File: src/ebu_pkg.sv
// Constants, types and timing fields shared by the external bus unit.
// Assumes a single 100 MHz CPU-side clock; no bus reaches these settings.
package ebu_pkg;

    // Bus modes: single chip, or data width and lane sharing
    typedef enum logic [2:0]
    {
        EBU_MODE_SINGLE    = 3'h0,
        EBU_MODE_DEMUX16   = 3'h1,
        EBU_MODE_MUX16     = 3'h2,
        EBU_MODE_MUX8      = 3'h3,
        EBU_MODE_DEMUX8    = 3'h4
    } ebu_mode_t;

    // Address space size select
    typedef enum logic [1:0]
    {
        EBU_SPACE_64K  = 2'h0,
        EBU_SPACE_256K = 2'h1,
        EBU_SPACE_1M   = 2'h2,
        EBU_SPACE_4M   = 2'h3
    } ebu_space_t;

    // Access sequencer, Gray coded from IDLE up to TRI
    typedef enum logic [2:0]
    {
        EBU_ST_IDLE  = 3'b000,
        EBU_ST_ADDR  = 3'b001,
        EBU_ST_DLY   = 3'b011,
        EBU_ST_DATA  = 3'b010,
        EBU_ST_TRI   = 3'b110
    } ebu_state_t;

    localparam int ADDR_W      = 22;
    localparam int UPPER_W     = 6;
    localparam int LOW_W       = 16;
    localparam int CS_NUM      = 4;
    localparam int TIME_W      = 4;
    localparam int RANGES      = 4;

    // Variant straps: chip-select count of each variant
    localparam int CS_NONE     = 0;
    localparam int CS_TWO      = 2;
    localparam int CS_FOUR     = 4;

    // Upper-address bit counts per space
    localparam logic [2:0] UP_BITS_4M   = 3'h6;
    localparam logic [2:0] UP_BITS_1M   = 3'h4;
    localparam logic [2:0] UP_BITS_256K = 3'h2;
    localparam logic [2:0] UP_BITS_64K  = 3'h0;

    localparam logic [TIME_W-1:0] TIME_ZERO  = 4'h0;
    localparam logic [TIME_W-1:0] TIME_ONE   = 4'h1;
    localparam logic [UPPER_W-1:0] UPPER_ZERO = 6'h00;
    localparam logic [LOW_W-1:0]   LOW_ZERO   = 16'h0000;
    localparam logic [CS_NUM-1:0]  CS_IDLE    = 4'hf;

endpackage

File: src/ebu_range_match.sv
// One address-range comparator of the external bus unit.
// Assumes base and mask are static while accesses run.
`timescale 1ns/1ps
`default_nettype none
module ebu_range_match
(
    input  wire logic [ebu_pkg::ADDR_W-1:0] addr_in,   // Access address
    input  wire logic [ebu_pkg::ADDR_W-1:0] base_in,   // Range base
    input  wire logic [ebu_pkg::ADDR_W-1:0] mask_in,   // Ones = compared
    input  wire logic                       en_in,     // Range enabled
    output logic                            hit_out    // Address in range
);

    // Masked compare keeps ranges power-of-two aligned and cheap
    always_comb
    begin
        hit_out = en_in && ((addr_in & mask_in) == (base_in & mask_in));
    end

endmodule
`default_nettype wire

File: src/ebu_upper_addr.sv
// Upper-address port driver for the external bus unit.
// Assumes the address is held stable for the whole access.
`timescale 1ns/1ps
`default_nettype none
module ebu_upper_addr
(
    input  wire logic [ebu_pkg::UPPER_W-1:0] upper_in,  // Address 21..16
    input  wire ebu_pkg::ebu_space_t         space_in,  // Space size
    output logic [ebu_pkg::UPPER_W-1:0]      upper_out, // Pin values
    output logic [ebu_pkg::UPPER_W-1:0]      oe_out     // Pin enables
);

    always_comb
    begin
        case (space_in)
            ebu_pkg::EBU_SPACE_4M:   oe_out = 6'h3f;
            ebu_pkg::EBU_SPACE_1M:   oe_out = 6'h0f;
            ebu_pkg::EBU_SPACE_256K: oe_out = 6'h03;
            default:                 oe_out = ebu_pkg::UPPER_ZERO;
        endcase
        upper_out = upper_in & oe_out;
    end

endmodule
`default_nettype wire

File: src/ebu_top.sv
// External bus unit: sequences CPU accesses onto external memory pins.
// Assumes the CPU holds a request until acknowledged; pins are synchronous.
`timescale 1ns/1ps
`default_nettype none
module ebu_top
#(
    parameter int CS_COUNT   = ebu_pkg::CS_FOUR, // Chip selects present
    parameter bit DEMUX_OK   = 1'b1              // Demux modes available
)
(
    input  wire logic                        ref_clk_in,   // CPU clock
    input  wire logic                        rst_n_in,     // Sync reset
    input  wire ebu_pkg::ebu_mode_t          mode_in,      // Bus mode
    input  wire ebu_pkg::ebu_space_t         space_in,     // Space size
    input  wire logic [ebu_pkg::TIME_W-1:0]  cyc_in [ebu_pkg::RANGES],
    input  wire logic [ebu_pkg::TIME_W-1:0]  tri_in [ebu_pkg::RANGES],
    input  wire logic [ebu_pkg::TIME_W-1:0]  ale_in [ebu_pkg::RANGES],
    input  wire logic [ebu_pkg::TIME_W-1:0]  rwd_in [ebu_pkg::RANGES],
    input  wire logic [ebu_pkg::ADDR_W-1:0]  base_in [ebu_pkg::RANGES],
    input  wire logic [ebu_pkg::ADDR_W-1:0]  mask_in [ebu_pkg::RANGES],
    input  wire logic [ebu_pkg::RANGES-1:0]  range_en_in,  // Range enables
    input  wire logic                        req_in,       // Access request
    input  wire logic                        wr_in,        // 1 = write
    input  wire logic                        byte_in,      // 1 = byte
    input  wire logic [ebu_pkg::ADDR_W-1:0]  addr_in,      // Byte address
    input  wire logic [15:0]                 wdata_in,     // Write data
    output logic                             ack_out,      // Access done
    output logic [15:0]                      rdata_out,    // Read data
    output logic                             mode_err_out, // Mode refused
    input  wire logic [15:0]                 ad_in,        // Shared lanes in
    output logic [15:0]                      ad_out,       // Shared lanes
    output logic [15:0]                      ad_oe_out,    // Shared enables
    output logic [15:0]                      addr_lo_out,  // Dedicated lanes
    output logic                             addr_lo_oe_out, // Ded. enable
    output logic [ebu_pkg::UPPER_W-1:0]      addr_hi_out,  // Upper address
    output logic [ebu_pkg::UPPER_W-1:0]      addr_hi_oe_out, // Upper enables
    output logic                             ale_out,      // Latch strobe
    output logic                             rd_n_out,     // Read strobe
    output logic                             wr_n_out,     // Write strobe
    output logic                             bhe_n_out,    // High byte en
    output logic [ebu_pkg::CS_NUM-1:0]       cs_n_out      // Chip selects
);

    // Range decode results
    logic [ebu_pkg::RANGES-1:0]  hit;
    logic [ebu_pkg::UPPER_W-1:0] up_val;
    logic [ebu_pkg::UPPER_W-1:0] up_oe;

    genvar gi;
    generate
        for (gi = 0; gi < ebu_pkg::RANGES; gi++)
        begin : g_rng
            ebu_range_match u_match
            (
                .addr_in (addr_in),
                .base_in (base_in[gi]),
                .mask_in (mask_in[gi]),
                .en_in   (range_en_in[gi]),
                .hit_out (hit[gi])
            );
        end
    endgenerate

    ebu_pkg::ebu_state_t          st_r, st_nxt;
    ebu_pkg::ebu_mode_t           mode_r, mode_nxt;
    logic [ebu_pkg::TIME_W-1:0]   cnt_r, cnt_nxt;
    logic [ebu_pkg::TIME_W-1:0]   t_cyc_r, t_cyc_nxt;
    logic [ebu_pkg::TIME_W-1:0]   t_tri_r, t_tri_nxt;
    logic [ebu_pkg::TIME_W-1:0]   t_rwd_r, t_rwd_nxt;
    logic [1:0]                   sel_r, sel_nxt;
    logic                         wr_r, wr_nxt, byte_r, byte_nxt;
    logic [ebu_pkg::ADDR_W-1:0]   a_r, a_nxt;
    logic [15:0]                  wd_r, wd_nxt;
    logic                         demux_seen_r, demux_seen_nxt;
    logic                         ack_r, ack_nxt, err_r, err_nxt;
    logic [15:0]                  rd_r, rd_nxt;
    logic [15:0]                  ad_r, ad_nxt, adoe_r, adoe_nxt;
    logic [15:0]                  alo_r, alo_nxt;
    logic                         aloe_r, aloe_nxt;
    logic                         ale_r, ale_nxt, rdn_r, rdn_nxt;
    logic                         wrn_r, wrn_nxt, bhen_r, bhen_nxt;
    logic [ebu_pkg::CS_NUM-1:0]   csn_r, csn_nxt;
    logic [ebu_pkg::UPPER_W-1:0]  hi_r, hi_nxt, hioe_r, hioe_nxt;
    logic                         is_mux, is_demux, bus8;
    logic [1:0]                   pick;
    logic [ebu_pkg::ADDR_W-1:0]   a_cut;

    // unused upper bits cut according to space
    ebu_upper_addr u_upper
    (
        .upper_in  (a_r[ebu_pkg::ADDR_W-1:ebu_pkg::LOW_W]),
        .space_in  (space_in),
        .upper_out (up_val),
        .oe_out    (up_oe)
    );

    // Mode classification and range priority, lowest index wins
    always_comb
    begin
        is_mux   = (mode_r == ebu_pkg::EBU_MODE_MUX16) ||
                   (mode_r == ebu_pkg::EBU_MODE_MUX8);
        is_demux = (mode_r == ebu_pkg::EBU_MODE_DEMUX16) ||
                   (mode_r == ebu_pkg::EBU_MODE_DEMUX8);
        bus8     = (mode_r == ebu_pkg::EBU_MODE_MUX8) ||
                   (mode_r == ebu_pkg::EBU_MODE_DEMUX8);
        pick = 2'h0;
        for (int i = ebu_pkg::RANGES - 1; i >= 0; i--)
        begin
            if (hit[i])
            begin
                pick = i[1:0];
            end
        end
        a_cut = addr_in;
    end

    // Sequencer next state and pin values
    always_comb
    begin
        st_nxt = st_r;
        mode_nxt = mode_r;
        cnt_nxt = cnt_r;
        t_cyc_nxt = t_cyc_r;
        t_tri_nxt = t_tri_r;
        t_rwd_nxt = t_rwd_r;
        sel_nxt = sel_r;
        wr_nxt = wr_r;
        byte_nxt = byte_r;
        a_nxt = a_r;
        wd_nxt = wd_r;
        demux_seen_nxt = demux_seen_r;
        ack_nxt = 1'b0;
        err_nxt = err_r;
        rd_nxt = rd_r;
        ad_nxt = ad_r;
        adoe_nxt = adoe_r;
        alo_nxt = alo_r;
        aloe_nxt = aloe_r;
        ale_nxt = 1'b0;
        rdn_nxt = 1'b1;
        wrn_nxt = 1'b1;
        bhen_nxt = bhen_r;
        csn_nxt = csn_r;
        hi_nxt = hi_r;
        hioe_nxt = hioe_r;
        case (st_r)
            ebu_pkg::EBU_ST_IDLE:
            begin
                adoe_nxt = 16'h0000;
                csn_nxt = ebu_pkg::CS_IDLE;
                if ((mode_in == ebu_pkg::EBU_MODE_DEMUX16 ||
                     mode_in == ebu_pkg::EBU_MODE_DEMUX8) && !DEMUX_OK)
                begin
                    err_nxt = 1'b1;
                end
                else
                begin
                    err_nxt = 1'b0;
                    mode_nxt = mode_in;
                end
                // dedicated lanes stay once demux was used
                if (mode_nxt == ebu_pkg::EBU_MODE_DEMUX16 ||
                    mode_nxt == ebu_pkg::EBU_MODE_DEMUX8)
                begin
                    demux_seen_nxt = 1'b1;
                end
                // single chip never starts a cycle
                if (req_in && mode_r != ebu_pkg::EBU_MODE_SINGLE)
                begin
                    sel_nxt = pick;
                    t_cyc_nxt = cyc_in[pick];
                    t_tri_nxt = tri_in[pick];
                    t_rwd_nxt = rwd_in[pick];
                    cnt_nxt = ale_in[pick];
                    wr_nxt = wr_in;
                    byte_nxt = byte_in;
                    a_nxt = a_cut;
                    wd_nxt = wdata_in;
                    st_nxt = ebu_pkg::EBU_ST_ADDR;
                    csn_nxt = ebu_pkg::CS_IDLE;
                    if (int'(pick) < CS_COUNT)
                    begin
                        csn_nxt[pick] = 1'b0;
                    end
                    // high byte enable for word or odd byte
                    bhen_nxt = !(!byte_in || addr_in[0]);
                    if (is_mux)
                    begin
                        ad_nxt = a_cut[ebu_pkg::LOW_W-1:0];
                        adoe_nxt = 16'hffff;
                        ale_nxt = 1'b1;
                    end
                    alo_nxt = a_cut[ebu_pkg::LOW_W-1:0];
                    aloe_nxt = is_demux || demux_seen_r;
                end
            end
            ebu_pkg::EBU_ST_ADDR:
            begin
                ale_nxt = is_mux && (cnt_r != ebu_pkg::TIME_ZERO);
                if (cnt_r == ebu_pkg::TIME_ZERO)
                begin
                    cnt_nxt = t_rwd_r;
                    st_nxt = ebu_pkg::EBU_ST_DLY;
                    adoe_nxt = 16'h0000;
                end
                else
                begin
                    cnt_nxt = cnt_r - ebu_pkg::TIME_ONE;
                end
            end
            ebu_pkg::EBU_ST_DLY:
            begin
                if (cnt_r == ebu_pkg::TIME_ZERO)
                begin
                    cnt_nxt = t_cyc_r;
                    st_nxt = ebu_pkg::EBU_ST_DATA;
                    // Strobe and write data launch as DATA begins, so the
                    // strobe spans every DATA cycle even with zero count
                    rdn_nxt = wr_r;
                    wrn_nxt = !wr_r;
                    if (wr_r)
                    begin
                        ad_nxt = (bus8 && a_r[0]) ? {8'h00, wd_r[15:8]} : wd_r;
                        adoe_nxt = bus8 ? 16'h00ff : 16'hffff;
                    end
                end
                else
                begin
                    cnt_nxt = cnt_r - ebu_pkg::TIME_ONE;
                end
            end
            ebu_pkg::EBU_ST_DATA:
            begin
                // data phase on the shared lanes
                if (cnt_r == ebu_pkg::TIME_ZERO)
                begin
                    if (!wr_r)
                    begin
                        rd_nxt = bus8 ? {8'h00, ad_in[7:0]} : ad_in;
                    end
                    cnt_nxt = t_tri_r;
                    st_nxt = ebu_pkg::EBU_ST_TRI;
                end
                else
                begin
                    rdn_nxt = wr_r;
                    wrn_nxt = !wr_r;
                    cnt_nxt = cnt_r - ebu_pkg::TIME_ONE;
                end
            end
            ebu_pkg::EBU_ST_TRI:
            begin
                adoe_nxt = 16'h0000;
                csn_nxt = ebu_pkg::CS_IDLE;
                if (cnt_r == ebu_pkg::TIME_ZERO)
                begin
                    ack_nxt = 1'b1;
                    st_nxt = ebu_pkg::EBU_ST_IDLE;
                end
                else
                begin
                    cnt_nxt = cnt_r - ebu_pkg::TIME_ONE;
                end
            end
            default:
            begin
                st_nxt = ebu_pkg::EBU_ST_IDLE;
            end
        endcase
        // upper lines only in external modes
        hi_nxt = (mode_r == ebu_pkg::EBU_MODE_SINGLE) ?
                 ebu_pkg::UPPER_ZERO : up_val;
        hioe_nxt = (mode_r == ebu_pkg::EBU_MODE_SINGLE) ?
                   ebu_pkg::UPPER_ZERO : up_oe;
    end

    always_ff @(posedge ref_clk_in)
    begin
        if (!rst_n_in)
        begin
            st_r <= ebu_pkg::EBU_ST_IDLE;
            mode_r <= ebu_pkg::EBU_MODE_SINGLE;
            cnt_r <= ebu_pkg::TIME_ZERO;
            t_cyc_r <= ebu_pkg::TIME_ZERO;
            t_tri_r <= ebu_pkg::TIME_ZERO;
            t_rwd_r <= ebu_pkg::TIME_ZERO;
            sel_r <= 2'h0;
            wr_r <= 1'b0;
            byte_r <= 1'b0;
            a_r <= '0;
            wd_r <= ebu_pkg::LOW_ZERO;
            demux_seen_r <= 1'b0;
            ack_r <= 1'b0;
            err_r <= 1'b0;
            rd_r <= ebu_pkg::LOW_ZERO;
            ad_r <= ebu_pkg::LOW_ZERO;
            adoe_r <= ebu_pkg::LOW_ZERO;
            alo_r <= ebu_pkg::LOW_ZERO;
            aloe_r <= 1'b0;
            ale_r <= 1'b0;
            rdn_r <= 1'b1;
            wrn_r <= 1'b1;
            bhen_r <= 1'b1;
            csn_r <= ebu_pkg::CS_IDLE;
            hi_r <= ebu_pkg::UPPER_ZERO;
            hioe_r <= ebu_pkg::UPPER_ZERO;
        end
        else
        begin
            st_r <= st_nxt;
            mode_r <= mode_nxt;
            cnt_r <= cnt_nxt;
            t_cyc_r <= t_cyc_nxt;
            t_tri_r <= t_tri_nxt;
            t_rwd_r <= t_rwd_nxt;
            sel_r <= sel_nxt;
            wr_r <= wr_nxt;
            byte_r <= byte_nxt;
            a_r <= a_nxt;
            wd_r <= wd_nxt;
            demux_seen_r <= demux_seen_nxt;
            ack_r <= ack_nxt;
            err_r <= err_nxt;
            rd_r <= rd_nxt;
            ad_r <= ad_nxt;
            adoe_r <= adoe_nxt;
            alo_r <= alo_nxt;
            aloe_r <= aloe_nxt;
            ale_r <= ale_nxt;
            rdn_r <= rdn_nxt;
            wrn_r <= wrn_nxt;
            bhen_r <= bhen_nxt;
            csn_r <= csn_nxt;
            hi_r <= hi_nxt;
            hioe_r <= hioe_nxt;
        end
    end

    // Outputs straight from flops
    assign ack_out = ack_r;
    assign rdata_out = rd_r;
    assign mode_err_out = err_r;
    assign ad_out = ad_r;
    assign ad_oe_out = adoe_r;
    assign addr_lo_out = alo_r;
    assign addr_lo_oe_out = aloe_r;
    assign addr_hi_out = hi_r;
    assign addr_hi_oe_out = hioe_r;
    assign ale_out = ale_r;
    assign rd_n_out = rdn_r;
    assign wr_n_out = wrn_r;
    assign bhe_n_out = bhen_r;
    assign cs_n_out = csn_r;

endmodule
`default_nettype wire

File: config.mk
export PLATFORM = sky130hd
export DESIGN_NAME = ebu_top
export DESIGN_NICKNAME = d
export VERILOG_FILES = /design/src/ebu_pkg.sv /design/src/ebu_range_match.sv /design/src/ebu_upper_addr.sv /design/src/ebu_top.sv
export SDC_FILE = /design/constraint.sdc
export NUM_CORES = 1
export LEC_CHECK = 0
export ABC_AREA = 1
export BUFFER_PORTS_ARGS = -buffer_cell sky130_fd_sc_hd__buf_2
export CORE_AREA = 2 2 156 158
export DETAILED_ROUTE_END_ITERATION = 7
export DIE_AREA = 0 0 158 160
export SETUP_SLACK_MARGIN = 0.15
export SLEW_MARGIN = 40
export SYNTH_ARGS = -nofsm -noshare
export SYNTH_HDL_FRONTEND = slang
export SYNTH_HIERARCHICAL = 1
export SYNTH_SLANG_ARGS = --single-unit
File: constraint.sdc
create_clock -name ref_clk_in -period 2.3 [get_ports ref_clk_in]
set_input_delay 0.115 -clock ref_clk_in [delete_from_list [all_inputs] [get_ports ref_clk_in]]
set_output_delay 0.115 -clock ref_clk_in [all_outputs]
set_load 0.02 [all_outputs]
== Word-level counts from Yosys, hierarchy flattened ==
Cells that the tools add are included.
Storage, ports and cells
  register bits after elaboration: 148
  input port bits: 308
  output and inout bits: 87
Cells by class
  add/subtract/negate cells: 1
  magnitude comparators: 3
  eq/ne operators: 25
  mux-type cells: 58
  bitwise logic cells: 13
  reductions and logical operators: 35
Operator list (number)
  16-bit two-way mux: 12
  22-bit AND: 8
  22-bit equality test: 4
  16-bit one-hot mux with 4 select lines: 1
  4-bit two-way mux: 14
  4-bit binary-select mux with 2-bit select: 4
  16-bit one-hot mux with 2 select lines: 1
  4-bit one-hot mux with 5 select lines: 1
  3-bit two-way mux: 6
  6-bit one-hot mux with 3 select lines: 1
  2-bit != test, second input constant: 8
  3-bit one-hot mux with 5 select lines: 1
  3-bit by 2-bit equality test with 1-bit output, second input constant: 4
  5-bit AND reduction: 2
  3-bit by 1-bit equality test with 1-bit output, second input constant: 3
  3-bit equality test, second input constant: 3
  1-bit logical AND: 8
  1-bit two-way mux: 8
  2-bit two-way mux: 4
  4-bit one-hot mux with 2 select lines: 1
  4-bit nonzero test: 2
  6-bit AND: 1
  3-bit zero test: 2
  1-bit logical OR: 6
  20 further kinds: 30

== Longest topological paths before layout ==
  depth in word-level cells: 14
  gate-level depth with buffers: 17

== By module ==
Netlist, hierarchy kept.
By module, submodules not included
  ebu_top: instances 1, cells an instance 789, area each 5574.1 um^2, seq. area each 2362.3 um^2
  ebu_range_match: instances 4, cells an instance 105, area each 451.7 um^2, seq. area each 0.0 um^2
  ebu_upper_addr: instances 1, cells an instance 20, area each 86.3 um^2, seq. area each 0.0 um^2

== Least setup slack after synthesis ==
OpenSTA, ideal clock, no wires.
  path type: input port to flip-flop
  start: in addr_in[6] (netlist name)
  end: reg t_rwd_r[0] (netlist name)
  library setup time: 0.126 ns
  arrival: 1.643 ns
  data required time: 2.174 ns
  setup slack: 0.531 ns
  stages: 13
  path through: or2_0 nand3_1 nand3_1 nor2_1 nand2_1 nor2_2 clkbuf_2 nand3b_1 nand2_1 buf_4 buf_2 o211ai_1 a31oi_1
On the way
  elaborated cells on any way between the ends: 20
  classes of those cells: eq/ne: 4; mux: 7; bitwise: 5; reduce/logical: 4
RTL lines
  from (decl): RTL line ebu_top.sv:25  | input wire logic [ebu_pkg::ADDR_W-1:0] addr_in,
  22-bit AND: RTL line ebu_range_match.sv:17  | hit_out = en_in && ((addr_in & mask_in) == (base_in & mask_in));
  22-bit equality test: RTL line ebu_range_match.sv:17
  1-bit logical AND: RTL line ebu_range_match.sv:17
  net hit (one bit): RTL line ebu_top.sv:45  | logic [ebu_pkg::RANGES-1:0] hit;
  2-bit two-way mux (3 in series): RTL line ebu_top.sv:109  | if (hit[i])
  2-bit inverter with 3-bit output (not written as such): RTL line ebu_top.sv:173  | t_rwd_nxt = rwd_in[pick];
  4-bit binary-select mux with 2-bit select: RTL line ebu_top.sv:173
  4-bit two-way mux (not written as such) (2 in series): RTL line ebu_top.sv:173
  to (signal assigned): RTL line ebu_top.sv:286  | t_rwd_r <= ebu_pkg::TIME_ZERO;
  to (signal assigned): RTL line ebu_top.sv:315  | t_rwd_r <= t_rwd_nxt;
  to (decl): RTL line ebu_top.sv:69  | logic [ebu_pkg::TIME_W-1:0] t_rwd_r, t_rwd_nxt;
The timed path passes the listed nets, and every way through them passes these cells. The select of a mux whose other input is x is not followed.
A chain may end at the register's enable or synchronous reset.

== Worst setup path in the final report ==
  start: reg st_r[2]
  end: reg ad_r[5], in the netlist ad_out[5]
On the way
  longest elaborated chain between the ends: 3
  elaborated cells on any way between the ends: 9
  classes of those cells: eq/ne: 5; mux: 1; reduce/logical: 3
Ends and longest elaborated chain
  from (decl): RTL line ebu_top.sv:64  | ebu_pkg::ebu_state_t st_r, st_nxt;
  from (signal assigned): RTL line ebu_top.sv:281  | st_r <= ebu_pkg::EBU_ST_IDLE;
  from (signal assigned): RTL line ebu_top.sv:310  | st_r <= st_nxt;
  3-bit by 2-bit equality test with 1-bit output or 3-bit zero test (tied branches): RTL line ebu_top.sv:146  | case (st_r)
  2-bit != test (no line) or 2-bit nonzero test (tied branches)
  5-bit AND reduction (no line)
  to (signal assigned): RTL line ebu_top.sv:296  | ad_r <= ebu_pkg::LOW_ZERO;
  to (signal assigned): RTL line ebu_top.sv:325  | ad_r <= ad_nxt;
  to (decl): RTL line ebu_top.sv:77  | logic [15:0] ad_r, ad_nxt, adoe_r, adoe_nxt;
Parallel ways exist; a longest one is shown, timed or not.

==> impl_metrics.csv <==
group,metric,value,unit
route,drt-total-wl,28.6,mm
grt,grt_use_total,22.0,%
timing,hold-worst-slack,11.5,ps
setup_path,cp_data_arrival_time,2190,ps
worst_hold_path,hold_class,"primary input to flop",
grt,grt_pass1_vias,8444,
route,drc,0,
clock_network,cts_root_buf,"clkbuf_16",
timing,hold_violations,0,
setup_path,crit_slowest_cell,"dfxtp_1",
synth,yosysSeqAreaShare,31.6,%
finish,fin_area,10700,sq um
worst_hold_path,hp-start,"rwd_in[6]",
finish,fillers,2587,
timing,fin_skew,12.5,ps
floorplanning,die_y,160,um
finish,fin_util,44.9,%
timing,max_freq,531,MHz
timing,drv_slew,0,
route,num_vias,9192,
grt,grt_max_degree,38,
synth,syn-cell-area,7470,sq um
timing,rsz0062_at_grt,"no",
clock_network,clk_pin_slew,70,ps
timing,period_share,81.8,%
floorplanning,die_width,158,um
synth,yosys.area.top_type_share,31.6,%
clock_network,clk_path_buf_depth,2,
timing,setup_violations,0,
finish,fin_nets,1952,
power_and_ir_drop,p_sw,4.48,mW
worst_hold_path,min_path_cells,3,
synth,synth-edff-count,0,
timing,tightest_slew,592,ps
synth,synth.most_common_cell,"nand2_1",
clock_network,cts_buffers,17,
synth,synth_flop_cell,"dfxtp_1",
setup_path,critPathCaptureType,"flop",
timing,setup_tns,0,ps
synth,synth_top_cells_by_count,"306 x nand2_1, 193 x nor2_1, 146 x inv_1",
power_and_ir_drop,pwr-share-clk,25.8,%
setup_path,crit_path_start_kind,"flop",
placed_design,dp.cells,1893,
timing,fin_crit,1880,ps
finish,seq_area,2360,sq um
grt,gr-total-overflow,0,
synth,syn_inst,1229,
finish,areaGrowthSynthToFinish,43.2,%
placed_design,gp_congestion,0.871,
synth,yosysTopAreaCell,"dfxtp_1",
power_and_ir_drop,p_int,5.62,mW
setup_path,slowest_delay,610,ps
clock_network,cts_sinks,118,
setup_path,rr_endpoint,"ad_out[5]$_SDFFE_PN0P_",
route,dr.pass1.iters,5,
placed_design,place_ws,41.7,ps
setup_path,path_class,"flop to flop",
power_and_ir_drop,powerDensity,945,nW/um^2
grt,grt_pass1_wl,43.4,mm
job,cap_viol_max_count,0,
floorplanning,rows,57,
outcome,status,"finished, final reports clean",
floorplanning,start_util,31.3,%
finish,drive_gt1_share,29.2,%
finish,multi_input_area,4060,sq um
floorplanning,io_pins,395,
clock_network,htreeDepth,4,
setup_path,critPathMaxFanout,20,
setup_path,cp.required,2610,ps
placed_design,post-dp-hpwl,22.6,mm
synth,ys_warn_count,6,
clock_network,cts_tree,"done",
synth,syn-num-nets,1539,
grt,grt_antenna_before_repair,2,
setup_path,r2r-start,"st_r[2]$_SDFFE_PN0P_",
setup_path,path_cells,"inv_4 -> nand2_4 -> inv_2 -> nand2_1 -> nand4_4 -> buf_12 -> a21oi_1 -> a21oi_2",
floorplanning,dieArea,25300,sq um
worst_hold_path,whs_endpoint,"t_rwd_r[2]$_SDFFE_PN0P_",
synth,ys_types,36,
clock_network,insertion_delay,430,ps
setup_path,r2r_setup_slack,420,ps
route,drtIter0Drc,460,
power_and_ir_drop,swShare,44.4,%
route,ant_nets,0,
timing,slew_headroom,60.5,%
route,viasPerCell,4.64,
power_and_ir_drop,power.leakage,5.66,nW
placed_design,place_area,9570,sq um
power_and_ir_drop,p_total,10.1,mW
floorplanning,coreArea,23800,sq um
power_and_ir_drop,pwr-share-comb,44.3,%
synth,async_flop_share,0,%
timing,setup_ws,418,ps
power_and_ir_drop,p_seq_share,29.9,%
synth,yosys-top-cells-area,"dfxtp_1 32%, nand2_1 15%, nor2_1 9.7%",
synth,ys_ff_latch,118,
finish,fin_cells,1981,
synth,syn_avg_cell_area,6.08,sq um
route,wl_per_cell,14.4,um
setup_path,rr_worst_depth,8,
placed_design,io_buffers,393,
power_and_ir_drop,ir_drop,0.000420,V
[registers in the layout (all words and copies together), names as in the netlist, 6 cells and up]
register and cells:
addr_hi_out 6, ad_out 16, wd_r 16, rdata_out 16
addr_hi_oe_out 6, a_r 22
[what timing repair did]
action	in CTS	in global routing
hold buffers	54	0
setup endpoints to repair	0	1
hold endpoints to repair	49	0
gates resized for setup	0	1
setup buffers	0	0
[layer usage]
layer / global-route usage (%) / share of wire, %
met3: 4.10 / 5.2
met4: 6.72 / 2.2
met1: 27.8 / 44
met5: 0 / 0
met2: 37.7 / 48
[power groups by stage]
stage                     Combinational (mW)  Sequential, mW  Clock [mW]
after detailed placement                4.38            3.06           0
after global placement                  4.36            3.05           0
after CTS                               4.49            3.02        2.66
final                                   4.48            3.02        2.60
after global routing                    4.99            3.10        2.76
after floorplan                         2.94            3.20           0
[kinds of logic (layout without fill, tap and decap cells)]
group,after synthesis,after routing,share of synthesized area (%)
AND/OR/NAND/NOR,656,656,37.6
buffers and inverters,231,657,14.0
AO/OA/AOI/OAI,219,219,16.1
flip-flops,118,118,31.6
adder cells (fa/ha/maj),2,2,0.335
XOR/XNOR,2,2,0.235
other,1,3,0.0502
[worst max path at each step]
stage	start	end	slack, ps	cells after the start
after floorplan	addr_in[6]	t_rwd_r[0]$_SDFFE_PN0P_	530	13
after global placement	addr_in[13]	t_cyc_r[0]$_SDFFE_PN0P_	90	16
after detailed placement	addr_in[13]	t_tri_r[0]$_SDFFE_PN0P_	40	16
after CTS	cnt_r[0]$_SDFFE_PN0P_	cnt_r[1]$_SDFFE_PN0P_	390	9
after global routing	cnt_r[0]$_SDFFE_PN0P_	cnt_r[1]$_SDFFE_PN0P_	190	9
final	st_r[2]$_SDFFE_PN0P_	ad_out[5]$_SDFFE_PN0P_	420	8
[critical path, delay by kind of cell, from the launching register on]
kind	cells	cell delay, ps
flops	1	610
simple gates	3	560
compound gates	2	220
buf+inv	3	380
[placed cells by master (no fill, tap or decap), types with 7 or more instances in the layout]
cell type      count
a21oi_1           75
a31oi_1           13
buf_2            393
buf_4             20
clkbuf_16         17
dfxtp_1          118
dlygate4sd3_1     54
inv_1            146
inv_2              9
inv_6              7
nand2_1          305
nand3_1          101
nand3b_1          28
nor2_1           193
nor2_2             8
o211ai_1          14
o21ai_0           89
o22ai_1           15
[final cells by class]
class,instances,share of cell area (%)
clock inverters,15,1.39
diodes,2,0.0468
flip-flops and latches,118,22.1
well taps,324,3.79
clock buffers,17,3.98
inverters,156,5.50
multi-input cells,880,38.0
repair buffers,469,25.2
Note: power is estimated with default switching activity, not from simulation.
